$ cat src/motion_io_supervisor_regs.svh
`ifndef MOTION_IO_SUPERVISOR_REGS_SVH
`define MOTION_IO_SUPERVISOR_REGS_SVH

// register byte offsets
`define OFS_CTRL        8'h00
`define OFS_CMD         8'h04
`define OFS_RAMP        8'h08
`define OFS_STATUS      8'h0c
`define OFS_STEP_POS    8'h10
`define OFS_ENC_POS     8'h14
// analog sample lives in general register 12, one word each
`define OFS_ADC         8'h30

// control word fields
`define CTRL_MODE_LSB   0
`define CTRL_EACT_LSB   4
`define CTRL_HMAP_LSB   8
`define CTRL_POL_CW     12
`define CTRL_POL_CCW    13
`define CTRL_POL_HOME   14
`define CTRL_HOME_DIR   16
`define CTRL_HOME_MARK  17
`define CTRL_AMP_EN     18
`define CTRL_RST        32'h0002_0004

// command word bits (write-one pulses)
`define CMD_CLR_ERR     0
`define CMD_HOME        1
`define CMD_RESTART     2

`define MODE_STEP_DIR   3'h5
`define RAMP_RST        16'h0064

// timing
`define CLK_KHZ         40000
`define ESTOP_PERIOD_US 1000
`define SERVO_PERIOD_US 1000
`define STEP_MAX_KHZ    1000
`define ENC_EDGE_MIN_NS 100

`endif

$ cat src/motion_io_pkg.sv
package motion_io_pkg;

	typedef enum logic [3:0] {
		HOME_IDLE  = 4'b0001,
		HOME_SEEK  = 4'b0010,
		HOME_LEAVE = 4'b0100,
		HOME_MARK  = 4'b1000
	} home_state_t;

	typedef enum logic [1:0] {
		EACT_COAST = 2'h0,
		EACT_HOLD  = 2'h1,
		EACT_STOP_OFF = 2'h2
	} estop_act_t;

endpackage

$ cat src/quad_link_if.sv
`timescale 1ns/1ps
`default_nettype none
interface quad_link_if;
	logic        a;
	logic        b;
	logic        idx;
	logic [31:0] count;
	logic        idx_pulse;
	logic        err;
	modport src (output a, b, idx, input count, idx_pulse, err);
	modport dec (input a, b, idx, output count, idx_pulse, err);
endinterface
`default_nettype wire

$ cat src/quad_decoder.sv
`timescale 1ns/1ps
`default_nettype none
module quad_decoder (
	input  wire logic  pclk,    // system clock
	input  wire logic  presetn, // async reset, active low
	quad_link_if.dec   q        // synchronised channels in, count out
);
	logic [1:0]  prev_r;
	logic        idx_prev_r;
	logic [31:0] count_r;
	logic        idx_pulse_r;
	logic        err_r;
	logic [1:0]  cur;

	assign cur         = {q.a, q.b};
	assign q.count     = count_r;
	assign q.idx_pulse = idx_pulse_r;
	assign q.err       = err_r;

	// each edge of one channel alone counts; gray order gives direction, both changing at once flags an error
	always_ff @(posedge pclk or negedge presetn) begin
		if (!presetn) begin
			prev_r  <= 2'h0;
			count_r <= 32'h0000_0000;
			err_r   <= 1'b0;
		end else begin
			prev_r <= cur;
			err_r  <= 1'b0;
			case ({prev_r, cur})
				4'b0001, 4'b0111, 4'b1110, 4'b1000: count_r <= count_r + 32'h1;
				4'b0010, 4'b1011, 4'b1101, 4'b0100: count_r <= count_r - 32'h1;
				4'b0011, 4'b1100, 4'b0110, 4'b1001: err_r <= 1'b1;
				default: count_r <= count_r;
			endcase
		end
	end

	always_ff @(posedge pclk or negedge presetn) begin
		if (!presetn) begin
			idx_prev_r  <= 1'b0;
			idx_pulse_r <= 1'b0;
		end else begin
			idx_prev_r  <= q.idx;
			idx_pulse_r <= q.idx & ~idx_prev_r;
		end
	end
endmodule
`default_nettype wire

$ cat src/motion_io_supervisor.sv
// The APB register port and the placing of the registers were left to the implementer.
`timescale 1ns/1ps
`default_nettype none
`include "motion_io_supervisor_regs.svh"

// Contract
// - step pulses signed by direction form the position command; rate at most 1 MHz.
// - step mode applies only when mode equals 5 after a restart; latched each servo cycle.
// - emergency stop is sampled once every millisecond.
// - action 0: emergency stop cuts the power stage at once, motor coasts.
// - action 1: feed hold, controlled stop, power stage stays on.
// - action 2: controlled stop, then the power stage is cut.
// - controlled stop deceleration follows the ramp-time setting.
// - motor over-temperature aborts motion and cuts the power stage.
// - over-temperature stays latched until the fault-clear command is given.
// - each analog sample is stored in general register 12.
// - fault output shows amplifier faults only, never controller faults; the code also drives it from the latched over-temperature.
// - encoder two channels plus index up to 2.5 MHz; edges 100 ns apart.
// - an active travel limit blocks motion only toward that limit.
// - home command drives toward home in the preset direction until home limit.
// - then reverse and stop on the first index pulse after home releases.
// - each limit input has its own configurable polarity.
// - three Hall signals form a six-step pattern selecting commutation.
// - Hall low means phase positive in clockwise rotation.
// - Hall mapping setting selects phase relation; 0 is the factory default.
module motion_io_supervisor
	import motion_io_pkg::*;
#(
	parameter int unsigned ESTOP_CYC = `CLK_KHZ * `ESTOP_PERIOD_US / 1000,
	parameter int unsigned SERVO_CYC = `CLK_KHZ * `SERVO_PERIOD_US / 1000
) (
	input  wire logic        pclk,           // system clock
	input  wire logic        presetn,        // async reset, active low
	input  wire logic        psel,           // apb select
	input  wire logic        penable,        // apb enable
	input  wire logic        pwrite,         // apb direction
	input  wire logic [7:0]  paddr,          // apb byte address
	input  wire logic [31:0] pwdata,         // apb write data
	output logic      [31:0] prdata,         // apb read data
	output logic             pready,         // apb ready
	output logic             pslverr,        // apb error
	input  wire logic        step_clk,       // step clock pin
	input  wire logic        step_dir,       // direction pin, 1 = clockwise
	input  wire logic        encoder_channel_a, // encoder a
	input  wire logic        encoder_channel_b, // encoder b
	input  wire logic        encoder_index_pulse, // encoder index
	input  wire logic        clockwise_travel_stop, // cw limit raw
	input  wire logic        counterclockwise_travel_stop, // ccw limit raw
	input  wire logic        home_limit,     // home limit raw
	input  wire logic [2:0]  hall,           // hall a,b,c raw
	input  wire logic        estop,          // emergency stop, high = asserted
	input  wire logic        thermistor,     // high = over temperature
	input  wire logic        amp_fault_in,   // power stage fault
	input  wire logic [9:0]  adc_data,       // analog sample
	input  wire logic        adc_valid,      // sample strobe, same clock
	output logic             power_stage_en, // power stage enable
	output logic             amp_fault_out,  // amplifier fault output
	output logic             cw_inhibit,     // block clockwise motion
	output logic             ccw_inhibit,    // block counterclockwise motion
	output logic             motion_abort,   // abort trajectory
	output logic      [15:0] hold_ramp,      // remaining decel ticks
	output logic             home_move,      // homing drive active
	output logic             home_dir,       // homing drive direction
	output logic      [31:0] step_pos,       // step command per servo cycle
	output logic      [2:0]  comm_state      // commutation sector
);
	localparam int NSYNC = 14;

	logic [NSYNC-1:0] sync1_r, sync2_r, prev_r;
	logic [31:0] ctrl_r;
	logic [15:0] ramp_time_r;
	logic [9:0]  adc_r;
	logic [31:0] step_acc_r, step_pos_r;
	logic        step_mode_r;
	logic [31:0] est_cnt_r, srv_cnt_r;
	logic        srv_tick_r, est_tick_r;
	logic        estop_r, ot_r, stop_act_r, power_r, fault_r, abort_r;
	logic [15:0] ramp_r;
	logic        cw_act_r, ccw_act_r, home_act_r, home_done_r;
	logic        cw_inh_r, ccw_inh_r;
	home_state_t home_st_r;
	logic        hmove_r, hdir_r;
	logic [2:0]  comm_r;
	logic        hall_err_r;
	logic [31:0] prdata_r;
	logic        pready_r, pslverr_r;
	logic        wr_en, rd_en, stop_req, stopped, kill, step_edge, step_cw;
	logic [2:0]  sector;
	logic        sector_ok;
	logic [3:0]  sec_sum;
	estop_act_t  eact;
	logic [31:0] status;

	quad_link_if qlink ();

	quad_decoder u_dec (
		.pclk    (pclk),
		.presetn (presetn),
		.q       (qlink.dec)
	);

	// two-stage input synchroniser
	always_ff @(posedge pclk or negedge presetn) begin
		if (!presetn) begin
			sync1_r <= '0;
			sync2_r <= '0;
			prev_r  <= '0;
		end else begin
			sync1_r <= {amp_fault_in, thermistor, estop, hall, home_limit,
				counterclockwise_travel_stop, clockwise_travel_stop,
				encoder_index_pulse, encoder_channel_b, encoder_channel_a,
				step_dir, step_clk};
			sync2_r <= sync1_r;
			prev_r  <= sync2_r;
		end
	end

	assign qlink.a   = sync2_r[2];
	assign qlink.b   = sync2_r[3];
	assign qlink.idx = sync2_r[4];
	assign eact      = estop_act_t'(ctrl_r[`CTRL_EACT_LSB +: 2]);

	// apb slave: one wait state, writes land on the pready edge
	assign wr_en = psel & penable & pready_r & pwrite;
	assign rd_en = psel & penable & ~pready_r & ~pwrite;

	always_ff @(posedge pclk or negedge presetn) begin
		if (!presetn) begin
			pready_r  <= 1'b0;
			pslverr_r <= 1'b0;
			prdata_r  <= 32'h0000_0000;
		end else begin
			pready_r  <= psel & penable & ~pready_r;
			pslverr_r <= 1'b0;
			if (psel & penable & ~pready_r) begin
				case (paddr)
					`OFS_CTRL, `OFS_CMD, `OFS_RAMP, `OFS_STATUS,
					`OFS_STEP_POS, `OFS_ENC_POS, `OFS_ADC: pslverr_r <= 1'b0;
					default: pslverr_r <= 1'b1;
				endcase
			end
			if (rd_en) begin
				case (paddr)
					`OFS_CTRL:     prdata_r <= ctrl_r;
					`OFS_RAMP:     prdata_r <= {16'h0000, ramp_time_r};
					`OFS_STATUS:   prdata_r <= status;
					`OFS_STEP_POS: prdata_r <= step_pos_r;
					`OFS_ENC_POS:  prdata_r <= qlink.count;
					`OFS_ADC:      prdata_r <= {22'h000000, adc_r};
					default:       prdata_r <= 32'h0000_0000;
				endcase
			end
		end
	end

	always_ff @(posedge pclk or negedge presetn) begin
		if (!presetn) begin
			ctrl_r      <= `CTRL_RST;
			ramp_time_r <= `RAMP_RST;
		end else if (wr_en && paddr == `OFS_CTRL) begin
			ctrl_r <= pwdata;
		end else if (wr_en && paddr == `OFS_RAMP) begin
			ramp_time_r <= pwdata[15:0];
		end
	end

	always_ff @(posedge pclk or negedge presetn) begin
		if (!presetn) begin
			adc_r <= 10'h000;
		end else if (adc_valid) begin
			adc_r <= adc_data;
		end
	end

	// servo-cycle and estop-sample dividers
	always_ff @(posedge pclk or negedge presetn) begin
		if (!presetn) begin
			srv_cnt_r  <= 32'h0000_0000;
			est_cnt_r  <= 32'h0000_0000;
			srv_tick_r <= 1'b0;
			est_tick_r <= 1'b0;
		end else begin
			srv_tick_r <= (srv_cnt_r == SERVO_CYC - 1);
			est_tick_r <= (est_cnt_r == ESTOP_CYC - 1);
			srv_cnt_r  <= (srv_cnt_r == SERVO_CYC - 1) ? 32'h0 : srv_cnt_r + 32'h1;
			est_cnt_r  <= (est_cnt_r == ESTOP_CYC - 1) ? 32'h0 : est_cnt_r + 32'h1;
		end
	end

	// limits with per-input polarity, 1 = active high
	always_ff @(posedge pclk or negedge presetn) begin
		if (!presetn) begin
			cw_act_r   <= 1'b0;
			ccw_act_r  <= 1'b0;
			home_act_r <= 1'b0;
			cw_inh_r   <= 1'b0;
			ccw_inh_r  <= 1'b0;
		end else begin
			cw_act_r   <= sync2_r[5] == ctrl_r[`CTRL_POL_CW];
			ccw_act_r  <= sync2_r[6] == ctrl_r[`CTRL_POL_CCW];
			home_act_r <= sync2_r[7] == ctrl_r[`CTRL_POL_HOME];
			cw_inh_r   <= cw_act_r;
			ccw_inh_r  <= ccw_act_r;
		end
	end

	// step/direction accumulator, mode fixed at restart
	assign step_edge = sync2_r[0] & ~prev_r[0];
	assign step_cw   = sync2_r[1];

	always_ff @(posedge pclk or negedge presetn) begin
		if (!presetn) begin
			step_mode_r <= 1'b0;
		end else if (wr_en && paddr == `OFS_CMD && pwdata[`CMD_RESTART]) begin
			step_mode_r <= ctrl_r[`CTRL_MODE_LSB +: 3] == `MODE_STEP_DIR;
		end
	end

	always_ff @(posedge pclk or negedge presetn) begin
		if (!presetn) begin
			step_acc_r <= 32'h0000_0000;
			step_pos_r <= 32'h0000_0000;
		end else begin
			if (step_mode_r && step_edge && !abort_r) begin
				if (step_cw && !cw_act_r) begin
					step_acc_r <= step_acc_r + 32'h1;
				end else if (!step_cw && !ccw_act_r) begin
					step_acc_r <= step_acc_r - 32'h1;
				end
			end
			if (srv_tick_r && step_mode_r) begin
				step_pos_r <= step_acc_r;
			end
		end
	end

	// emergency stop and over-temperature supervision
	assign stop_req = estop_r && (eact == EACT_HOLD || eact == EACT_STOP_OFF);
	assign stopped  = stop_act_r && ramp_r == 16'h0000;
	assign kill     = estop_r && (eact == EACT_COAST || eact == 2'h3 ||
		(eact == EACT_STOP_OFF && stopped));

	always_ff @(posedge pclk or negedge presetn) begin
		if (!presetn) begin
			estop_r <= 1'b0;
		end else if (est_tick_r) begin
			estop_r <= sync2_r[11];
		end
	end

	always_ff @(posedge pclk or negedge presetn) begin
		if (!presetn) begin
			ot_r <= 1'b0;
		end else if (sync2_r[12]) begin
			ot_r <= 1'b1;
		end else if (wr_en && paddr == `OFS_CMD && pwdata[`CMD_CLR_ERR]) begin
			ot_r <= 1'b0;
		end
	end

	always_ff @(posedge pclk or negedge presetn) begin
		if (!presetn) begin
			stop_act_r <= 1'b0;
			ramp_r     <= 16'h0000;
		end else if (!stop_req) begin
			stop_act_r <= 1'b0;
			ramp_r     <= 16'h0000;
		end else if (!stop_act_r) begin
			stop_act_r <= 1'b1;
			ramp_r     <= ramp_time_r;
		end else if (srv_tick_r && ramp_r != 16'h0000) begin
			ramp_r <= ramp_r - 16'h0001;
		end
	end

	always_ff @(posedge pclk or negedge presetn) begin
		if (!presetn) begin
			power_r <= 1'b0;
			fault_r <= 1'b0;
			abort_r <= 1'b0;
		end else begin
			power_r <= ctrl_r[`CTRL_AMP_EN] && !ot_r && !sync2_r[12] && !kill;
			fault_r <= ot_r || sync2_r[13];
			abort_r <= ot_r || sync2_r[12] || estop_r;
		end
	end

	// home search sequence
	always_ff @(posedge pclk or negedge presetn) begin
		if (!presetn) begin
			home_st_r   <= HOME_IDLE;
			home_done_r <= 1'b0;
		end else if (abort_r) begin
			home_st_r <= HOME_IDLE;
		end else begin
			case (home_st_r)
				HOME_IDLE: begin
					if (wr_en && paddr == `OFS_CMD && pwdata[`CMD_HOME]) begin
						home_st_r   <= HOME_SEEK;
						home_done_r <= 1'b0;
					end
				end
				HOME_SEEK: begin
					if (home_act_r) begin
						home_st_r <= HOME_LEAVE;
					end
				end
				HOME_LEAVE: begin
					if (!home_act_r) begin
						if (ctrl_r[`CTRL_HOME_MARK]) begin
							home_st_r <= HOME_MARK;
						end else begin
							home_st_r   <= HOME_IDLE;
							home_done_r <= 1'b1;
						end
					end
				end
				HOME_MARK: begin
					if (qlink.idx_pulse) begin
						home_st_r   <= HOME_IDLE;
						home_done_r <= 1'b1;
					end
				end
				default: home_st_r <= HOME_IDLE;
			endcase
		end
	end

	always_ff @(posedge pclk or negedge presetn) begin
		if (!presetn) begin
			hmove_r <= 1'b0;
			hdir_r  <= 1'b0;
		end else begin
			hmove_r <= home_st_r != HOME_IDLE;
			hdir_r  <= (home_st_r == HOME_SEEK) ? ctrl_r[`CTRL_HOME_DIR] :
				~ctrl_r[`CTRL_HOME_DIR];
		end
	end

	// hall decode: inverted signals give the phase-positive pattern
	always_comb begin
		sector    = 3'h0;
		sector_ok = 1'b1;
		case (~sync2_r[10:8])
			3'b001: sector = 3'h0;
			3'b011: sector = 3'h1;
			3'b010: sector = 3'h2;
			3'b110: sector = 3'h3;
			3'b100: sector = 3'h4;
			3'b101: sector = 3'h5;
			default: sector_ok = 1'b0;
		endcase
		sec_sum = {1'b0, sector} + {1'b0, ctrl_r[`CTRL_HMAP_LSB +: 3]};
	end

	always_ff @(posedge pclk or negedge presetn) begin
		if (!presetn) begin
			comm_r     <= 3'h0;
			hall_err_r <= 1'b0;
		end else begin
			hall_err_r <= ~sector_ok;
			if (sector_ok) begin
				comm_r <= (sec_sum >= 4'hc) ? 3'(sec_sum - 4'hc) :
					(sec_sum >= 4'h6) ? 3'(sec_sum - 4'h6) : sec_sum[2:0];
			end
		end
	end

	assign status = {15'h0000, fault_r, 1'b0, comm_r, 1'b0, hall_err_r, step_mode_r,
		stopped, power_r, hmove_r, home_done_r, home_act_r, ccw_act_r, cw_act_r,
		ot_r, estop_r};

	assign prdata         = prdata_r;
	assign pready         = pready_r;
	assign pslverr        = pslverr_r;
	assign power_stage_en = power_r;
	assign amp_fault_out  = fault_r;
	assign cw_inhibit     = cw_inh_r;
	assign ccw_inhibit    = ccw_inh_r;
	assign motion_abort   = abort_r;
	assign hold_ramp      = ramp_r;
	assign home_move      = hmove_r;
	assign home_dir       = hdir_r;
	assign step_pos       = step_pos_r;
	assign comm_state     = comm_r;
endmodule
`default_nettype wire

$ cat config.mk
export PLATFORM = sky130hd
export DESIGN_NAME = motion_io_supervisor
export DESIGN_NICKNAME = d
export VERILOG_FILES = /design/src/motion_io_pkg.sv /design/src/quad_link_if.sv /design/src/quad_decoder.sv /design/src/motion_io_supervisor.sv
export VERILOG_INCLUDE_DIRS = /design/src
export SDC_FILE = /design/constraint.sdc
export NUM_CORES = 1
export LEC_CHECK = 0
export BUFFER_PORTS_ARGS = -buffer_cell sky130_fd_sc_hd__buf_2
export CORE_MARGIN = 2
export CORE_UTILIZATION = 60
export CTS_BUF_LIST = sky130_fd_sc_hd__clkbuf_8
export CTS_CLUSTER_SIZE = 30
export DETAILED_ROUTE_END_ITERATION = 10
export PLACE_DENSITY = 0.81
export SETUP_SLACK_MARGIN = 0.3
export SLEW_MARGIN = 20
export SYNTH_ARGS = -nofsm -noshare
export SYNTH_HDL_FRONTEND = slang
export SYNTH_HIERARCHICAL = 1
export SYNTH_SLANG_ARGS = --single-unit
$ cat constraint.sdc
create_clock -name pclk -period 4.8 [get_ports pclk]
set_input_delay 0.48 -clock pclk [delete_from_list [all_inputs] [get_ports pclk]]
set_output_delay 0.48 -clock pclk [all_outputs]
set_load 0.01 [all_outputs]
Word level (Yosys, flattened, before mapping)

Cells that the tools add are included.

Bits in registers: 326
Bits of input ports: 70
Output and inout bits: 92
Logic and storage cells: 188

$add $sub $neg: 10
$lt $le $gt $ge: 2
Eq/ne operators: 43
Muxes and demuxes: 31
Bitwise operators: 16
Reduce and logical (&&, ||, !) cells: 48

Operator list:

| operator                                            | count |
|---|---|
| one-hot mux 32 bit (6 select lines)                 | 1 |
| adder 32 x 1 -> 32 bit (second input constant)      | 4 |
| two-way mux 32 bit                                  | 4 |
| == test 32 x 16 -> 1 bit (second input constant)    | 2 |
| one-hot mux 32 bit (2 select lines)                 | 1 |
| subtractor 32 x 1 -> 32 bit (second input constant) | 2 |
| two-way mux 16 bit                                  | 3 |
| two-way mux 4 bit                                   | 6 |
| == test 4 bit (second input constant)               | 5 |
| logical AND 1 bit                                   | 19 |
| == test 8 x 4 -> 1 bit (second input constant)      | 2 |
| == test 8 x 5 -> 1 bit (second input constant)      | 2 |
| logical NOT 16 bit                                  | 1 |
| one-hot mux 4 bit (4 select lines)                  | 1 |
| nonzero test 16 bit                                 | 1 |
| subtractor 16 x 1 -> 16 bit (second input constant) | 1 |
| one-hot mux 3 bit (5 select lines)                  | 1 |
| == test 3 bit (second input constant)               | 4 |
| == test 4 x 3 -> 1 bit (second input constant)      | 3 |
| two-way mux 1 bit                                   | 11 |
| != test 3 bit (second input constant)               | 3 |
| == test 4 x 1 -> 1 bit (second input constant)      | 2 |
| == test 4 x 2 -> 1 bit (second input constant)      | 2 |
| == test 8 x 3 -> 1 bit (second input constant)      | 1 |
| other kinds (31)                                    | 68 |

Longest topological paths before layout

Gate-level depths: netlist of run 1.

Depth after elaboration: 8
Depth in mapped cells: 12
Depth with buffers taken out: 12

By module

Netlist of run 1, hierarchy kept.

By module, submodules not included:

| module               | times used | cells an instance | area each (µm²) | seq. area each (µm²) |
|---|---|---|---|---|
| motion_io_supervisor | 1          | 1,295             | 13,965.9        | 7,264.5 |
| quad_decoder         | 1          | 386               | 3,219.3         | 925.9 |

Worst setup path after synthesis of run 1

OpenSTA, ideal clock, no wires.

Path kind: register to register
From: reg sync2_r[3]
To: reg u_dec.count_r[30], in the netlist u_dec/q.count[30]
Setup time: 0.120 ns
Data arrival time: 3.586 ns
Required time: 4.680 ns
Slack: 1.094 ns
Cell stages (with the launch flop): 12
Path buffers: 0
Period minus slack after synthesis: 3.706 ns
Cell sequence: dfrtp_1 > xor2_1 > nor2_1 > inv_1 > fa_1 > nand2b_1 > a21oi_2 > o21ai_1 > o311ai_1 > nand4_1 > a21oi_1 > and3b_1

Word-level cells in the longest chain between the ends: 3
Elaborated cells between the ends (all ways): 12
Classes of those cells: 8 x eq/ne; 1 x mux; 3 x reduce/logical

Ends and longest elaborated chain:

| item                                                                      | line                        | text |
|---|---|---|
| start: declaration                                                        | motion_io_supervisor.sv:69  | `logic [NSYNC-1:0] sync1_r, sync2_r, prev_r;` |
| start signal: assignment                                                  | motion_io_supervisor.sv:113 | `sync2_r <= sync1_r;` |
| == test 4 x 2 -> 1 bit (tied with other cells)                            | quad_decoder.sv:29          | `case ({prev_r, cur})` |
| OR reduction 4 bit                                                        | quad_decoder.sv:29          |  |
| one-hot mux 32 bit (2 select lines) or nonzero test 2 bit (tied branches) | --                          |  |
| end signal: assignment                                                    | quad_decoder.sv:30          | `4'b0001, 4'b0111, 4'b1110, 4'b1000: count_r <= count_r + 32'h1;` |
| end signal: assignment                                                    | quad_decoder.sv:31          | `4'b0010, 4'b1011, 4'b1101, 4'b0100: count_r <= count_r - 32'h1;` |
| end signal: assignment                                                    | quad_decoder.sv:33          | `default: count_r <= count_r;` |
| end: declaration                                                          | quad_decoder.sv:10          | `logic [31:0] count_r;` |

Parallel ways exist; a longest one is shown, timed or not.
A chain may end at the register's enable or synchronous reset.

Worst setup path in the final report of run 1

From: reg cw_act_r
To: reg step_acc_r[24]

Word-level cells in the longest chain between the ends: 4
Elaborated cells between the ends (all ways): 5
Classes of those cells: 1 x mux; 4 x reduce/logical

Ends and longest elaborated chain:

| item                          | line                        | text |
|---|---|---|
| start: declaration            | motion_io_supervisor.sv:79  | `logic cw_act_r, ccw_act_r, home_act_r, home_done_r;` |
| start signal: assignment      | motion_io_supervisor.sv:199 | `` cw_act_r <= sync2_r[5] == ctrl_r[`CTRL_POL_CW]; `` |
| logical NOT 1 bit (*)         | motion_io_supervisor.sv:225 | `if (step_cw && !cw_act_r) begin` |
| logical AND 1 bit (*)         | motion_io_supervisor.sv:225 |  |
| nonzero test 2 bit (no line)  | --                          |  |
| AND reduction 2 bit (no line) | --                          |  |
| end signal: assignment        | motion_io_supervisor.sv:226 | `step_acc_r <= step_acc_r + 32'h1;` |
| end signal: assignment        | motion_io_supervisor.sv:228 | `step_acc_r <= step_acc_r - 32'h1;` |
| end: declaration              | motion_io_supervisor.sv:73  | `logic [31:0] step_acc_r, step_pos_r;` |

Mark *: on every way between the ends. The rest lies on a longest branch, timed or not.

==> report_table.html, run 1 <==
<table>
<tr><th>Metric</th><th>Value</th></tr>
<tr><th colspan="2">Run status</th></tr>
<tr><td>Outcome</td><td>complete, but fails checks</td></tr>
<tr><td>Failing checks</td><td>DRC</td></tr>
<tr><th colspan="2">Detailed routing</th></tr>
<tr><td>DRC Markers</td><td>2</td></tr>
<tr><td>Total detailed-routing wirelength</td><td>44.7 mm</td></tr>
<tr><td>DR WL/cell</td><td>~20 µm</td></tr>
<tr><td>Violation count after the first detailed-route iteration</td><td>1449</td></tr>
<tr><td>Iteration count of the initial detailed-routing pass</td><td>11</td></tr>
<tr><td>Vias</td><td>14100</td></tr>
<tr><td>Vias per cell</td><td>6.20</td></tr>
<tr><td>Post-route antenna net violation count</td><td>0</td></tr>
<tr><th colspan="2">Floorplan</th></tr>
<tr><td>Number of I/O pins</td><td>162</td></tr>
<tr><td>Die footprint</td><td>0.0300 mm²</td></tr>
<tr><td>Placeable core region</td><td>0.0279 mm²</td></tr>
<tr><td>Floorplan die height</td><td>173 µm</td></tr>
<tr><td>Initial Util</td><td>0.614</td></tr>
<tr><td>Cell Rows</td><td>61</td></tr>
<tr><td>Horizontal die dimension</td><td>173 µm</td></tr>
<tr><th colspan="2">Clock network</th></tr>
<tr><td>Number of buffers between clock root and the deepest sink</td><td>3</td></tr>
<tr><td>Clock-pin slew on the worst setup and hold paths</td><td>~0.060 ns</td></tr>
<tr><td>Post-CTS setup-driven buffer insertion count</td><td>0</td></tr>
<tr><td>Number of gates resized after cts</td><td>0</td></tr>
<tr><td>TritonCTS clock tree</td><td>built</td></tr>
<tr><td>Library cell used as clock root buffer</td><td>sky130_fd_sc_hd__clkbuf_8</td></tr>
<tr><td>Maximum level of the CTS H-tree</td><td>2</td></tr>
<tr><td>Hold_buf cts</td><td>15</td></tr>
<tr><td>TritonCTS buffer count</td><td>52</td></tr>
<tr><td>CTS sink count</td><td>326</td></tr>
<tr><td>Clock network latency to the later pin of the worst-skew pair</td><td>slightly below 0.6 ns</td></tr>
<tr><th colspan="2">Setup path</th></tr>
<tr><td>Largest driver fanout on the critical path</td><td>31</td></tr>
<tr><td>Slack of the worst reg-to-reg path</td><td>1.29 ns</td></tr>
<tr><td>Depth of the worst register-to-register path</td><td>11</td></tr>
<tr><td>Worst setup path startpoint</td><td>cw_act_r</td></tr>
<tr><td>Element type at the critical path start</td><td>flip-flop</td></tr>
<tr><td>Data arrival time of the critical path</td><td>3.97 ns</td></tr>
<tr><td>RR Endpoint</td><td>step_acc_r[24]</td></tr>
<tr><td>Required time of the critical path</td><td>5.26 ns</td></tr>
<tr><td>Critical path capture point type</td><td>flip-flop</td></tr>
<tr><td>Classification of the worst setup path</td><td>flip-flop to flip-flop</td></tr>
<tr><td>Worst setup endpoint</td><td>step_acc_r[24]</td></tr>
<tr><td>Reg-to-Reg Start</td><td>cw_act_r</td></tr>
<tr><th colspan="2">Global route</th></tr>
<tr><td>Global-route wire length before repair</td><td>around 72 mm</td></tr>
<tr><td>Number of global-route vias before repair</td><td>around 14000</td></tr>
<tr><td>Total global routing overflow</td><td>0</td></tr>
<tr><td>Maximum number of pins on one net before global-route repair</td><td>118</td></tr>
<tr><td>GRT Overall Usage</td><td>0.297</td></tr>
<tr><td>Number of antenna violations at the first check in global routing</td><td>3</td></tr>
<tr><th colspan="2">Pwr</th></tr>
<tr><td>Worst-case vdd ir drop</td><td>0.000327 V</td></tr>
<tr><td>Power share of the clock group</td><td>0.329</td></tr>
<tr><td>Switching power</td><td>2.51 mW</td></tr>
<tr><td>Internal portion of total power</td><td>5.14 mW</td></tr>
<tr><td>Total power after layout</td><td>approximately 7.7 mW</td></tr>
<tr><td>Sequential Power Share</td><td>0.420</td></tr>
<tr><td>Combinational Power Share</td><td>0.251</td></tr>
<tr><td>Switching Fraction</td><td>0.328</td></tr>
<tr><td>Power density over the cells</td><td>390 mW/mm²</td></tr>
<tr><td>Static Leakage</td><td>just over 9 nW</td></tr>
<tr><th colspan="2">Timing</th></tr>
<tr><td>Slew HR</td><td>0.244</td></tr>
<tr><td>Shortest period the worst path allows</td><td>3.51 ns</td></tr>
<tr><td>Final hold viol count</td><td>0</td></tr>
<tr><td>Count of endpoints failing setup in the final report</td><td>0</td></tr>
<tr><td>Maximum clock rate</td><td>285 MHz</td></tr>
<tr><td>Total negative slack</td><td>0 ns</td></tr>
<tr><td>Unrepaired setup endpoints after global routing</td><td>false</td></tr>
<tr><td>Worst clock skew</td><td>0.0175 ns</td></tr>
<tr><td>Slew at the pin with the worst max-slew slack</td><td>around 1.1 ns</td></tr>
<tr><td>Final cycle utilization of the critical path</td><td>0.730</td></tr>
<tr><td>Worst hold slack</td><td>0.121 ns</td></tr>
<tr><td>Pins Over Slew Limit</td><td>0</td></tr>
<tr><th colspan="2">Finish</th></tr>
<tr><td>Layout-stage area growth over the synthesis result</td><td>14.5%</td></tr>
<tr><td>Commonest cells after routing, fill and taps aside</td><td>sky130_fd_sc_hd__dfrtp_1 (320), sky130_fd_sc_hd__nor2_1 (161), sky130_fd_sc_hd__buf_2 (160)</td></tr>
<tr><td>Share of cells above drive strength 1</td><td>0.205</td></tr>
<tr><td>Nets@finish</td><td>1994</td></tr>
<tr><td>Most common library cell in the layout ignoring fill and taps</td><td>sky130_fd_sc_hd__dfrtp_1</td></tr>
<tr><td>Layout Cells excl Fill</td><td>2276</td></tr>
<tr><td>Post-Route Utilization</td><td>0.703</td></tr>
<tr><th colspan="2">Min path</th></tr>
<tr><td>Min-Delay Path Class</td><td>primary input to flip-flop</td></tr>
<tr><th colspan="2">Job</th></tr>
<tr><td>Max Cap Viol</td><td>0</td></tr>
<tr><th colspan="2">Placement</th></tr>
<tr><td>HPWL reported at the end of detailed placement</td><td>~33 mm</td></tr>
<tr><td>Routability-driven placement congestion ratio</td><td>roughly 0.94</td></tr>
<tr><td>Count of buffers inserted at the top-level ports</td><td>161</td></tr>
<tr><td>Dpl cells</td><td>2162</td></tr>
<tr><th colspan="2">Yosys</th></tr>
<tr><td>Nets in the synthesized netlist</td><td>1820</td></tr>
<tr><td>Syn_area_per_cell</td><td>10.2 µm²</td></tr>
<tr><td>Post-synthesis instance area</td><td>between 0.015 and 0.02 mm²</td></tr>
<tr><td>Number of standard cells after synthesis</td><td>1679</td></tr>
<tr><td>Synth Warn #</td><td>6</td></tr>
</table>
[power by group through the flow]
stage | Clock (mW) | Combinational, mW | Sequential (mW)
4_1_cts | 2.57 | 1.89 | 3.21
6_report | 2.52 | 1.92 | 3.22
3_3_place_gp | 0 | 1.81 | 3.25
3_5_place_dp | 0 | 1.86 | 3.26
5_1_grt | 2.69 | 2.14 | 3.23
2_1_floorplan | 0 | 1.39 | 3.17
[area by class of cell]
cell class              count  area (µm²)
multi-input cells        1245        8620
fillers                  2116        8290
flip-flops and latches    326        8170
repair buffers            195        1120
clock buffers              67         922
well taps                 378         473
clock inverters            27         208
inverters                  33         124
diodes                      5        12.5
[sequential cells by signal, summed over array words and instances (netlist names), 16 cells and up]
| signal | flops |
|---|---|
| ramp_time_r | 16 |
| u_dec/q.count | 32 |
| est_cnt_r | 32 |
| step_pos | 32 |
| srv_cnt_r | 32 |
| step_acc_r | 32 |
| hold_ramp | 16 |
| ctrl_r | 32 |
| prdata | 32 |
[layer usage]
metal | track usage | part of all wire | up-vias
met4 | 0.101 | 0.034 | 0
met5 | 0 | 0 | -
met3 | 0.0508 | 0.077 | 109
li1 | - | - | 6507
met2 | 0.471 | 0.46 | 575
met1 | 0.417 | 0.43 | 6924
[through the flow]
step	area (µm²)	worst slack, ns
global placement	18400	1.52
global route	19600	1.05
CTS	19600	1.36
detailed placement	18400	1.38
floorplan	17200	1.09
finish	19600	1.29
[critical path, cell delays in order (launching register included)]
cell                       delay [ns]
sky130_fd_sc_hd__dfrtp_1         0.40
sky130_fd_sc_hd__nand2b_1        0.15
sky130_fd_sc_hd__buf_4           0.26
sky130_fd_sc_hd__inv_1           0.24
sky130_fd_sc_hd__fa_1            0.27
sky130_fd_sc_hd__nor2b_1         0.09
sky130_fd_sc_hd__o2111a_1        0.27
sky130_fd_sc_hd__o31a_1          0.35
sky130_fd_sc_hd__a221o_1         0.37
sky130_fd_sc_hd__o311ai_1        0.32
sky130_fd_sc_hd__mux2_2          0.39
sky130_fd_sc_hd__a221o_1         0.27
[how the worst min path moves through the flow]
stage | startpoint | end | depth (start not counted)
6_report | adc_data[6] | adc_r[6] | 2
2_1_floorplan | presetn | adc_r[0] | 0
5_1_grt | adc_data[6] | adc_r[6] | 2
4_1_cts | adc_data[6] | adc_r[6] | 2
3_3_place_gp | sync1_r[8] | sync2_r[8] | 0
3_5_place_dp | sync1_r[9] | sync2_r[9] | 0
(Power assumes the default switching activity.)
==> inputs of run 2 (changes only) <==
--- a/config.mk
+++ b/config.mk
@@ -8,11 +8,11 @@
 export LEC_CHECK = 0
 export BUFFER_PORTS_ARGS = -buffer_cell sky130_fd_sc_hd__buf_2
 export CORE_MARGIN = 2
-export CORE_UTILIZATION = 60
+export CORE_UTILIZATION = 56
 export CTS_BUF_LIST = sky130_fd_sc_hd__clkbuf_8
 export CTS_CLUSTER_SIZE = 30
 export DETAILED_ROUTE_END_ITERATION = 10
-export PLACE_DENSITY = 0.81
+export PLACE_DENSITY = 0.79
 export SETUP_SLACK_MARGIN = 0.3
 export SLEW_MARGIN = 20
 export SYNTH_ARGS = -nofsm -noshare
==> constraint.sdc (replaced) <==
create_clock -name pclk -period 3.1 [get_ports pclk]
set_input_delay 0.31 -clock pclk [delete_from_list [all_inputs] [get_ports pclk]]
set_output_delay 0.31 -clock pclk [all_outputs]
set_load 0.01 [all_outputs]
==> run 2 against run 1 <==
Against the previous run:
- the flow now finishes without violations
- sequential share of layout area fell by 4.4 points
- setup slack got worse by 1.2 ns
- die area rose by 7.0%
- worst hold slack got worse by 0.10 ns
- global-route usage rose by 1.0 points
- register-to-register slack got worse by 1.2 ns
- sequential power rose by 57%
- critical path depth rose by 1
- largest power group unchanged
- highest routed layer unchanged
==> report_table.html, run 2 (synthesis gave the netlist of run 1 again) <==
<table>
<tr><th>Metric</th><th>Value</th></tr>
<tr><th colspan="2">Run status</th></tr>
<tr><td>Outcome</td><td>completed</td></tr>
<tr><th colspan="2">Clock network</th></tr>
<tr><td>CTS sink count</td><td>326 (unchanged)</td></tr>
<tr><td>Library cell used as clock root buffer</td><td>sky130_fd_sc_hd__clkbuf_8</td></tr>
<tr><td>Number of buffers between clock root and the deepest sink</td><td>3 (unchanged)</td></tr>
<tr><td>TritonCTS buffer count</td><td>53 (+1.9%)</td></tr>
<tr><td>Maximum level of the CTS H-tree</td><td>2 (unchanged)</td></tr>
<tr><td>Clock network latency to the later pin of the worst-skew pair</td><td>0.60 ns (about the same)</td></tr>
<tr><td>Clock-pin slew on the worst setup and hold paths</td><td>0.06 ns (about the same)</td></tr>
<tr><td>TritonCTS clock tree</td><td>built</td></tr>
<tr><th colspan="2">Pwr</th></tr>
<tr><td>Switching Fraction</td><td>0.347 (+0.0183)</td></tr>
<tr><td>Power share of the clock group</td><td>0.293 (-0.036)</td></tr>
<tr><td>Total power after layout</td><td>13.5 mW (+76%)</td></tr>
<tr><td>Static Leakage</td><td>9.96 nW (+8.8%)</td></tr>
<tr><td>Sequential Power Share</td><td>0.377 (-0.043)</td></tr>
<tr><td>Combinational Power Share</td><td>0.330 (+0.079)</td></tr>
<tr><td>Worst-case vdd ir drop</td><td>0.000385 V (+18%)</td></tr>
<tr><td>Internal portion of total power</td><td>8.79 mW (+71%)</td></tr>
<tr><td>Power density over the cells</td><td>612 mW/mm² (+57%)</td></tr>
<tr><td>Switching power</td><td>4.66 mW (+86%)</td></tr>
<tr><th colspan="2">Detailed routing</th></tr>
<tr><td>Iteration count of the initial detailed-routing pass</td><td>7 (-4)</td></tr>
<tr><td>Vias per cell</td><td>6.29 (+1.5%)</td></tr>
<tr><td>Post-route antenna net violation count</td><td>0 (unchanged)</td></tr>
<tr><td>Vias</td><td>15300 (+8.2%)</td></tr>
<tr><td>DRC Markers</td><td>0 (-2)</td></tr>
<tr><td>Total detailed-routing wirelength</td><td>51.4 mm (+15%)</td></tr>
<tr><td>DR WL/cell</td><td>21.2 µm (+7.9%)</td></tr>
<tr><td>Violation count after the first detailed-route iteration</td><td>1592 (+9.9%)</td></tr>
<tr><th colspan="2">Placement</th></tr>
<tr><td>Cell area reported after detailed placement</td><td>0.0188 mm² (+2.5%)</td></tr>
<tr><td>Routability-driven placement congestion ratio</td><td>0.955 (+1.3%)</td></tr>
<tr><td>Count of buffers inserted at the top-level ports</td><td>161 (unchanged)</td></tr>
<tr><td>Dpl cells</td><td>2219 (+2.6%)</td></tr>
<tr><td>HPWL reported at the end of detailed placement</td><td>33.8 mm (+3.7%)</td></tr>
<tr><th colspan="2">Finish</th></tr>
<tr><td>Layout-stage area growth over the synthesis result</td><td>28.2%</td></tr>
<tr><td>Nets@finish</td><td>2128 (+6.7%)</td></tr>
<tr><td>N_diodes</td><td>0 (-5)</td></tr>
<tr><td>Post-route design area</td><td>0.0220 mm² (+12%)</td></tr>
<tr><td>Share of cells above drive strength 1</td><td>0.305 (+0.0998)</td></tr>
<tr><td>Most common library cell in the layout ignoring fill and taps</td><td>sky130_fd_sc_hd__dfrtp_1</td></tr>
<tr><td>Commonest cells after routing, fill and taps aside</td><td>sky130_fd_sc_hd__dfrtp_1 (317), sky130_fd_sc_hd__buf_2 (160), sky130_fd_sc_hd__nor2_1 (159)</td></tr>
<tr><td>Post-Route Utilization</td><td>0.725 (+0.0214)</td></tr>
<tr><td>Layout Cells excl Fill</td><td>2427 (+6.6%)</td></tr>
<tr><th colspan="2">Setup path</th></tr>
<tr><td>Largest driver fanout on the critical path</td><td>7 (-77%)</td></tr>
<tr><td>Element type at the critical path start</td><td>flip-flop</td></tr>
<tr><td>Critical path capture point type</td><td>flip-flop</td></tr>
<tr><td>Classification of the worst setup path</td><td>flip-flop to flip-flop</td></tr>
<tr><td>CP cell instances</td><td>xor2_2, nor2_4, buf_6, bufbuf_16, ha_4, nand2_2, nor2_4, o21ai_2, or4_1, o211ai_2, mux2i_1, xnor2_1</td></tr>
<tr><td>Slack of the worst reg-to-reg path</td><td>0.13 ns (-1.16 ns)</td></tr>
<tr><td>Data arrival time of the critical path</td><td>3.48 ns (-0.49 ns)</td></tr>
<tr><td>Crit path max-delay cell type</td><td>sky130_fd_sc_hd__or4_1</td></tr>
<tr><td>Cell with the most instances on the worst path</td><td>sky130_fd_sc_hd__nor2_4</td></tr>
<tr><td>Crit path buffers/inverters</td><td>2 (unchanged)</td></tr>
<tr><td>Required time of the critical path</td><td>3.61 ns (-1.65 ns)</td></tr>
<tr><td>Crit path max-delay family</td><td>simple AND/OR/NAND/NOR gates</td></tr>
<tr><td>Delay of the slowest cell on the worst path</td><td>0.54 ns (+0.14 ns)</td></tr>
<tr><th colspan="2">Floorplan</th></tr>
<tr><td>Cell Rows</td><td>64 (+4.9%)</td></tr>
<tr><td>Placeable core region</td><td>0.0303 mm² (+8.6%)</td></tr>
<tr><td>Number of I/O pins</td><td>162 (unchanged)</td></tr>
<tr><td>Horizontal die dimension</td><td>179 µm (+3.4%)</td></tr>
<tr><td>Initial Util</td><td>0.565 (-0.0489)</td></tr>
<tr><td>Die footprint</td><td>0.0321 mm² (+7.0%)</td></tr>
<tr><td>Floorplan die height</td><td>179 µm (+3.4%)</td></tr>
<tr><th colspan="2">Timing</th></tr>
<tr><td>Shortest period the worst path allows</td><td>2.97 ns (-0.539 ns)</td></tr>
<tr><td>Count of endpoints failing setup in the final report</td><td>0 (unchanged)</td></tr>
<tr><td>Maximum clock rate</td><td>337 MHz (+18%)</td></tr>
<tr><td>Slew HR</td><td>0.422 (+0.178)</td></tr>
<tr><td>Unrepaired setup endpoints after global routing</td><td>true</td></tr>
<tr><td>Worst clock skew</td><td>0.0400 ns (+0.0226 ns)</td></tr>
<tr><td>Total negative slack</td><td>0 ns (unchanged)</td></tr>
<tr><td>Final hold viol count</td><td>0 (unchanged)</td></tr>
<tr><td>Final cycle utilization of the critical path</td><td>0.957 (+0.227)</td></tr>
<tr><td>Slew at the pin with the worst max-slew slack</td><td>0.865 ns (-0.254 ns)</td></tr>
<tr><td>Pins Over Slew Limit</td><td>0 (unchanged)</td></tr>
<tr><th colspan="2">Global route</th></tr>
<tr><td>Number of global-route vias before repair</td><td>14700 (+7.4%)</td></tr>
<tr><td>GRT Overall Usage</td><td>0.307 (+0.0100)</td></tr>
<tr><td>Number of antenna violations at the first check in global routing</td><td>0 (-3)</td></tr>
<tr><td>Total global routing overflow</td><td>0 (unchanged)</td></tr>
<tr><td>Maximum number of pins on one net before global-route repair</td><td>82 (-31%)</td></tr>
<tr><td>Global-route wire length before repair</td><td>77.4 mm (+7.3%)</td></tr>
<tr><th colspan="2">Job</th></tr>
<tr><td>Max Cap Viol</td><td>0 (unchanged)</td></tr>
<tr><th colspan="2">Min path</th></tr>
<tr><td>Min-Delay Path Class</td><td>primary input to flip-flop</td></tr>
</table>
run 2: cell count changes in the layout (fill, tap and decap cells not counted), sizes merged, moves of 2 or more:
| cell | change |
|---|---|
| buf | +89 |
| clkbuf | +3 |
| clkinv | +7 |
| diode | -5 |
| dlygate4sd3 | +40 |
| inv | -2 |
| nand2b | +2 |
run 2: cell type report:
| class | instances | area [µm²] |
|---|---|---|
| timing repair buffer | 326 | 2380 |
| fill | 1971 | 8350 |
| sequential | 326 | 8170 |
| inverter | 33 | 126 |
| clock buffer | 69 | 950 |
| tap | 396 | 495 |
| multi-input combinational | 1247 | 9680 |
| clock inverter | 30 | 195 |
run 2: power groups by stage:
stage               registers (mW)  clock network [mW]  logic [mW]
finish                        5.07                3.95        4.44
global route                  5.09                4.20        4.70
CTS                           5.02                3.99        3.66
detailed placement            5.05                   0        3.06
global placement              5.03                   0        2.98
floorplan                     4.91                   0        2.22
run 2: timing repair:
action                     in CTS  in global routing
pin swaps                      30                 59
cloned                          5                  0
buffers inserted               24                 25
hold buffers                   55                  0
resized for setup              86                103
hold endpoints to repair      141                  0
setup endpoints to repair      23                 34
run 2: routing by layer:
layer  wire, µm  vias to the layer above  track usage
li1           -                     6793            -
met1      20600                     7485        0.410
met2      24100                      797        0.496
met3       4320                      195       0.0471
met4       2330                        0        0.138
met5          0                        -            0
run 2: final timing paths:
check	startpoint	endpoint	depth (start not counted)
min reg2reg	sync1_r[3]	sync2_r[3]	0
max reg2reg	sync2_r[3]	u_dec/q.count[31]	12
min	pwdata[15]	ramp_time_r[15]	2
min in group asynchronous	presetn	hold_ramp[9]	2
max in group asynchronous	presetn	ctrl_r[17]	3
max	sync2_r[3]	u_dec/q.count[31]	12
run 2: per-stage QoR:
step	hold WS, ns	setup WS [ns]
finish	0.0204	0.134
detailed placement	0.336	0.0313
global route	0.00755	0.0713
global placement	0.335	0.0882
floorplan	0.0144	0.130
CTS	0.00118	0.168
==> inputs of run 3 (changes only) <==
--- a/config.mk
+++ b/config.mk
@@ -17,5 +17,4 @@
 export SLEW_MARGIN = 20
 export SYNTH_ARGS = -nofsm -noshare
 export SYNTH_HDL_FRONTEND = slang
-export SYNTH_HIERARCHICAL = 1
 export SYNTH_SLANG_ARGS = --single-unit
==> run 3 against run 2 <==
Against the previous run:
- the flow now finishes with violations (DRC, setup timing)
- area after synthesis fell by 1.7%
- cell area rose by 3.8%
- critical path depth rose by 6
- non-clock buffer count rose by 100
- core utilization rose by 4.6 points
- total power rose by 3.8%
- maximum frequency fell by 17%
- worst hold slack improved by 0.13 ns
- setup slack got worse by 0.60 ns
- final cell count rose by 3.0%
- register-to-register slack got worse by 0.60 ns
- critical path type unchanged
- largest cell class unchanged
==> report_table.html, run 3 <==
<table>
<tr><th>Metric</th><th>Value</th></tr>
<tr><th colspan="2">Run status</th></tr>
<tr><td>Outcome</td><td>complete, but fails checks</td></tr>
<tr><td>Failing checks</td><td>DRC, setup timing</td></tr>
<tr><th colspan="2">Finish</th></tr>
<tr><td>Layout Cells excl Fill</td><td>2501 (+3.0%)</td></tr>
<tr><td>Commonest cells after routing, fill and taps aside</td><td>sky130_fd_sc_hd__dfrtp_1 (319), sky130_fd_sc_hd__buf_4 (167), sky130_fd_sc_hd__buf_2 (160)</td></tr>
<tr><td>Post-Route Utilization</td><td>0.770 (+0.0457)</td></tr>
<tr><td>Share of cells above drive strength 1</td><td>0.354 (+0.0489)</td></tr>
<tr><td>Layout-stage area growth over the synthesis result</td><td>35.3%</td></tr>
<tr><td>Fillcell total</td><td>1681 (-15%)</td></tr>
<tr><td>Most common library cell in the layout ignoring fill and taps</td><td>sky130_fd_sc_hd__dfrtp_1</td></tr>
<tr><td>Nets@finish</td><td>2210 (+3.9%)</td></tr>
<tr><td>Post-route design area</td><td>0.0228 mm² (+3.8%)</td></tr>
<tr><th colspan="2">Setup path</th></tr>
<tr><td>Critical path capture point type</td><td>flip-flop</td></tr>
<tr><td>Classification of the worst setup path</td><td>flip-flop to flip-flop</td></tr>
<tr><td>Largest driver fanout on the critical path</td><td>5 (-2)</td></tr>
<tr><td>Data arrival time of the critical path</td><td>4.03 ns (+0.55 ns)</td></tr>
<tr><td>Element type at the critical path start</td><td>flip-flop</td></tr>
<tr><td>Required time of the critical path</td><td>3.56 ns (-0.05 ns)</td></tr>
<tr><th colspan="2">Detailed routing</th></tr>
<tr><td>Vias per cell</td><td>6.37 (+1.3%)</td></tr>
<tr><td>Iteration count of the initial detailed-routing pass</td><td>11 (+4)</td></tr>
<tr><td>Post-route antenna net violation count</td><td>0 (unchanged)</td></tr>
<tr><td>Violation count after the first detailed-route iteration</td><td>1859 (+17%)</td></tr>
<tr><td>Total detailed-routing wirelength</td><td>56.2 mm (+9.3%)</td></tr>
<tr><td>DRC Markers</td><td>5 (+5)</td></tr>
<tr><td>DR WL/cell</td><td>22.5 µm (+6.1%)</td></tr>
<tr><td>Vias</td><td>15900 (+4.4%)</td></tr>
<tr><th colspan="2">Floorplan</th></tr>
<tr><td>Number of I/O pins</td><td>162 (unchanged)</td></tr>
<tr><td>Placeable core region</td><td>0.0296 mm² (-2.3%)</td></tr>
<tr><td>Initial Util</td><td>0.569 (+0.00393)</td></tr>
<tr><td>Cell Rows</td><td>63 (-1.6%)</td></tr>
<tr><td>Floorplan die height</td><td>178 µm (-0.82%)</td></tr>
<tr><td>Die footprint</td><td>0.0315 mm² (-1.6%)</td></tr>
<tr><td>Horizontal die dimension</td><td>178 µm (-0.82%)</td></tr>
<tr><th colspan="2">Timing</th></tr>
<tr><td>Unrepaired setup endpoints after global routing</td><td>true</td></tr>
<tr><td>Shortest period the worst path allows</td><td>3.57 ns (+0.603 ns)</td></tr>
<tr><td>Slew at the pin with the worst max-slew slack</td><td>1.06 ns (+0.199 ns)</td></tr>
<tr><td>Count of endpoints failing setup in the final report</td><td>36 (+36)</td></tr>
<tr><td>Final cycle utilization of the critical path</td><td>1.15 (+0.195)</td></tr>
<tr><td>Maximum clock rate</td><td>280 MHz (-17%)</td></tr>
<tr><td>Worst path setup slack after routing</td><td>-0.469 ns (-0.603 ns)</td></tr>
<tr><td>Slew HR</td><td>0.288 (-0.134)</td></tr>
<tr><td>Worst clock skew</td><td>0.0416 ns (+0.00156 ns)</td></tr>
<tr><td>Final hold viol count</td><td>0 (unchanged)</td></tr>
<tr><td>Pins Over Slew Limit</td><td>0 (unchanged)</td></tr>
<tr><td>Total negative slack</td><td>-8.56 ns (-8.56 ns)</td></tr>
<tr><th colspan="2">Global route</th></tr>
<tr><td>Busiest metal layer after global routing</td><td>met2</td></tr>
<tr><td>Number of global-route vias before repair</td><td>15100 (+2.6%)</td></tr>
<tr><td>Maximum number of pins on one net before global-route repair</td><td>108 (+32%)</td></tr>
<tr><td>GRT Overall Usage</td><td>0.315 (+0.00793)</td></tr>
<tr><td>Grt met3 use</td><td>0.0589 (+0.0118)</td></tr>
<tr><td>Global routing usage on met1</td><td>0.396 (-0.0148)</td></tr>
<tr><td>Global-route wire length before repair</td><td>78.6 mm (+1.5%)</td></tr>
<tr><td>GR Layer Usage met2</td><td>0.518 (+0.0223)</td></tr>
<tr><td>Number of antenna violations at the first check in global routing</td><td>2 (+2)</td></tr>
<tr><td>Total global routing overflow</td><td>0 (unchanged)</td></tr>
<tr><th colspan="2">Clock network</th></tr>
<tr><td>Clock-pin slew on the worst setup and hold paths</td><td>0.07 ns (about the same)</td></tr>
<tr><td>Number of buffers between clock root and the deepest sink</td><td>3 (unchanged)</td></tr>
<tr><td>Clock network latency to the later pin of the worst-skew pair</td><td>0.62 ns (+0.02 ns)</td></tr>
<tr><td>TritonCTS clock tree</td><td>built</td></tr>
<tr><td>Maximum level of the CTS H-tree</td><td>2 (unchanged)</td></tr>
<tr><td>TritonCTS buffer count</td><td>54 (+1.9%)</td></tr>
<tr><td>Library cell used as clock root buffer</td><td>sky130_fd_sc_hd__clkbuf_8</td></tr>
<tr><td>CTS sink count</td><td>326 (unchanged)</td></tr>
<tr><th colspan="2">Pwr</th></tr>
<tr><td>Switching Fraction</td><td>0.337 (-0.00972)</td></tr>
<tr><td>Combinational Power Share</td><td>0.325 (-0.005)</td></tr>
<tr><td>Power density over the cells</td><td>612 mW/mm² (about the same)</td></tr>
<tr><td>Switching power</td><td>4.71 mW (+0.91%)</td></tr>
<tr><td>Power share of the clock group</td><td>0.316 (+0.023)</td></tr>
<tr><td>Sequential Power Share</td><td>0.359 (-0.018)</td></tr>
<tr><td>Static Leakage</td><td>10.9 nW (+9.1%)</td></tr>
<tr><td>Worst-case vdd ir drop</td><td>0.000405 V (+5.2%)</td></tr>
<tr><td>Internal portion of total power</td><td>9.26 mW (+5.4%)</td></tr>
<tr><th colspan="2">Job</th></tr>
<tr><td>Max Cap Viol</td><td>0 (unchanged)</td></tr>
<tr><th colspan="2">Yosys</th></tr>
<tr><td>Most frequent cells after synthesis</td><td>sky130_fd_sc_hd__dfrtp_1 (320), sky130_fd_sc_hd__nor2_1 (152), sky130_fd_sc_hd__nand2_1 (149), sky130_fd_sc_hd__a21oi_1 (133), sky130_fd_sc_hd__mux2_2 (94)</td></tr>
<tr><td>Number of standard cells after synthesis</td><td>1646 (-2.0%)</td></tr>
<tr><td>Count of unique library cells instantiated by Yosys</td><td>84</td></tr>
<tr><td>Yosys top cell area share</td><td>0.475</td></tr>
<tr><td>Number of flops mapped to enable cells by yosys</td><td>0</td></tr>
<tr><td>Post-synthesis instance area</td><td>0.0169 mm² (-1.7%)</td></tr>
<tr><td>Number of synthesized register bits</td><td>326</td></tr>
<tr><td>Cell type with the highest aggregate area in the netlist</td><td>sky130_fd_sc_hd__dfrtp_1</td></tr>
<tr><td>Dominant register cell in the synthesized netlist</td><td>sky130_fd_sc_hd__dfrtp_1</td></tr>
<tr><td>Sequential-to-total area share from yosys stat</td><td>0.484</td></tr>
<tr><td>Syn_area_per_cell</td><td>10.2 µm² (+0.31%)</td></tr>
<tr><td>Cell with the most instances after synthesis</td><td>sky130_fd_sc_hd__dfrtp_1</td></tr>
<tr><td>Nets in the synthesized netlist</td><td>1792 (-1.5%)</td></tr>
<tr><td>Main area contributors after synthesis</td><td>sky130_fd_sc_hd__dfrtp_1 (47%), sky130_fd_sc_hd__mux2_2 (6.3%), sky130_fd_sc_hd__ha_1 (5.4%), sky130_fd_sc_hd__a21oi_1 (3.9%), sky130_fd_sc_hd__xnor2_1 (3.4%)</td></tr>
<tr><td>Post-synth ARST share</td><td>1.00</td></tr>
<tr><td>Synth Warn #</td><td>0 (-6)</td></tr>
<tr><th colspan="2">Placement</th></tr>
<tr><td>Cell area reported after detailed placement</td><td>0.0193 mm² (+2.6%)</td></tr>
<tr><td>Dpl cells</td><td>2267 (+2.2%)</td></tr>
<tr><td>Count of buffers inserted at the top-level ports</td><td>161 (unchanged)</td></tr>
<tr><td>HPWL reported at the end of detailed placement</td><td>33.1 mm (-2.1%)</td></tr>
<tr><td>Routability-driven placement congestion ratio</td><td>0.955 (about the same)</td></tr>
<tr><td>Post-place setup slack</td><td>-0.367 ns (-0.398 ns)</td></tr>
<tr><th colspan="2">Min path</th></tr>
<tr><td>Min-Delay Path Class</td><td>primary input to flip-flop</td></tr>
</table>
==> run 3: area by class of cell <==
| type | count | area [µm²] | share of cell area |
|---|---|---|---|
| flip-flops and latches | 326 | 8170 | 0.358 |
| well taps | 390 | 488 | 0.0214 |
| diodes | 2 | 5.00 | 0.000219 |
| inverters | 40 | 158 | 0.00690 |
| clock buffers | 73 | 1000 | 0.0440 |
| multi-input cells | 1215 | 9530 | 0.417 |
| clock inverters | 28 | 278 | 0.0122 |
| repair buffers | 426 | 3200 | 0.140 |
| repair inverters | 1 | 7.51 | 0.000329 |
==> run 3: path summary, 6_finish.rpt <==
path / slack [ns] / to / depth (start not counted) / from
hold reg to reg: 0.35 / sync2_r[12] / 0 / sync1_r[12]
hold / removal: 0.15 / adc_r[7] / 2 / adc_valid
setup reg to reg: -0.47 / u_dec.q.count[23] / 18 / sync2_r[2]
min in group asynchronous: 0.37 / sync1_r[6] / 2 / presetn
setup / recovery: -0.47 / u_dec.q.count[23] / 18 / sync2_r[2]
max in group asynchronous: 1.80 / u_dec.q.count[23] / 3 / presetn
==> run 3: cell families after synthesis <==
family | count (synthesis) | synth area share
buffers and inverters | 105 | 0.0250
and+or+nand+nor | 514 | 0.145
AOI/OAI and AO/OA | 399 | 0.155
muxes | 114 | 0.0746
xor gates and xnor gates | 112 | 0.0581
adders and majority gates | 76 | 0.0577
DFF | 326 | 0.484
==> run 3: per-stage QoR <==
stage          hold slack (ns)  power (mW)
2_1_floorplan           0.0144        6.89
3_3_place_gp             0.333        8.07
3_5_place_dp             0.335        8.21
4_1_cts                  0.125        13.1
5_1_grt                  0.146        14.5
6_report                 0.154        14.0
==> run 3: timing repair <==
item | 4_1_cts | 5_1_grt
gates resized for setup | 93 | 118
setup buffers | 27 | 45
hold buffers | 57 | 0
endpoints found under the hold margin | 172 | 0
gates cloned | 2 | 0
pin swaps | 44 | 85
setup endpoints to repair | 52 | 62
==> run 3: per-layer routing <==
| metal | part of all wire | wire length [µm] |
|---|---|---|
| met1 | 0.37 | 20800 |
| met2 | 0.47 | 26700 |
| met3 | 0.087 | 4880 |
| met4 | 0.068 | 3810 |
| met5 | 0 | 0 |
==> run 3: power groups by stage <==
stage	Clock, mW	Sequential [mW]	Combinational, mW
detailed placement	0	5.01	3.21
floorplan	0	4.91	1.97
global route	4.63	5.02	4.81
CTS	4.44	4.95	3.66
global placement	0	4.99	3.07
finish	4.42	5.01	4.55
==> run 3: critical path: stages, from the launching register on <==
cell                         delay (ns)
sky130_fd_sc_hd__dfrtp_1           0.42
sky130_fd_sc_hd__xnor2_2           0.20
sky130_fd_sc_hd__or2_4             0.17
sky130_fd_sc_hd__clkinvlp_4        0.11
sky130_fd_sc_hd__buf_12            0.15
sky130_fd_sc_hd__buf_4             0.15
sky130_fd_sc_hd__buf_4             0.16
sky130_fd_sc_hd__ha_1              0.32
sky130_fd_sc_hd__nand4_1           0.28
sky130_fd_sc_hd__or2b_2            0.40
sky130_fd_sc_hd__o31a_2            0.14
sky130_fd_sc_hd__a21oi_2           0.19
sky130_fd_sc_hd__buf_4             0.15
sky130_fd_sc_hd__buf_6             0.10
sky130_fd_sc_hd__o21ai_4           0.06
sky130_fd_sc_hd__buf_4             0.15
sky130_fd_sc_hd__nand2_2           0.08
sky130_fd_sc_hd__xnor2_2           0.12
sky130_fd_sc_hd__a21oi_2           0.08
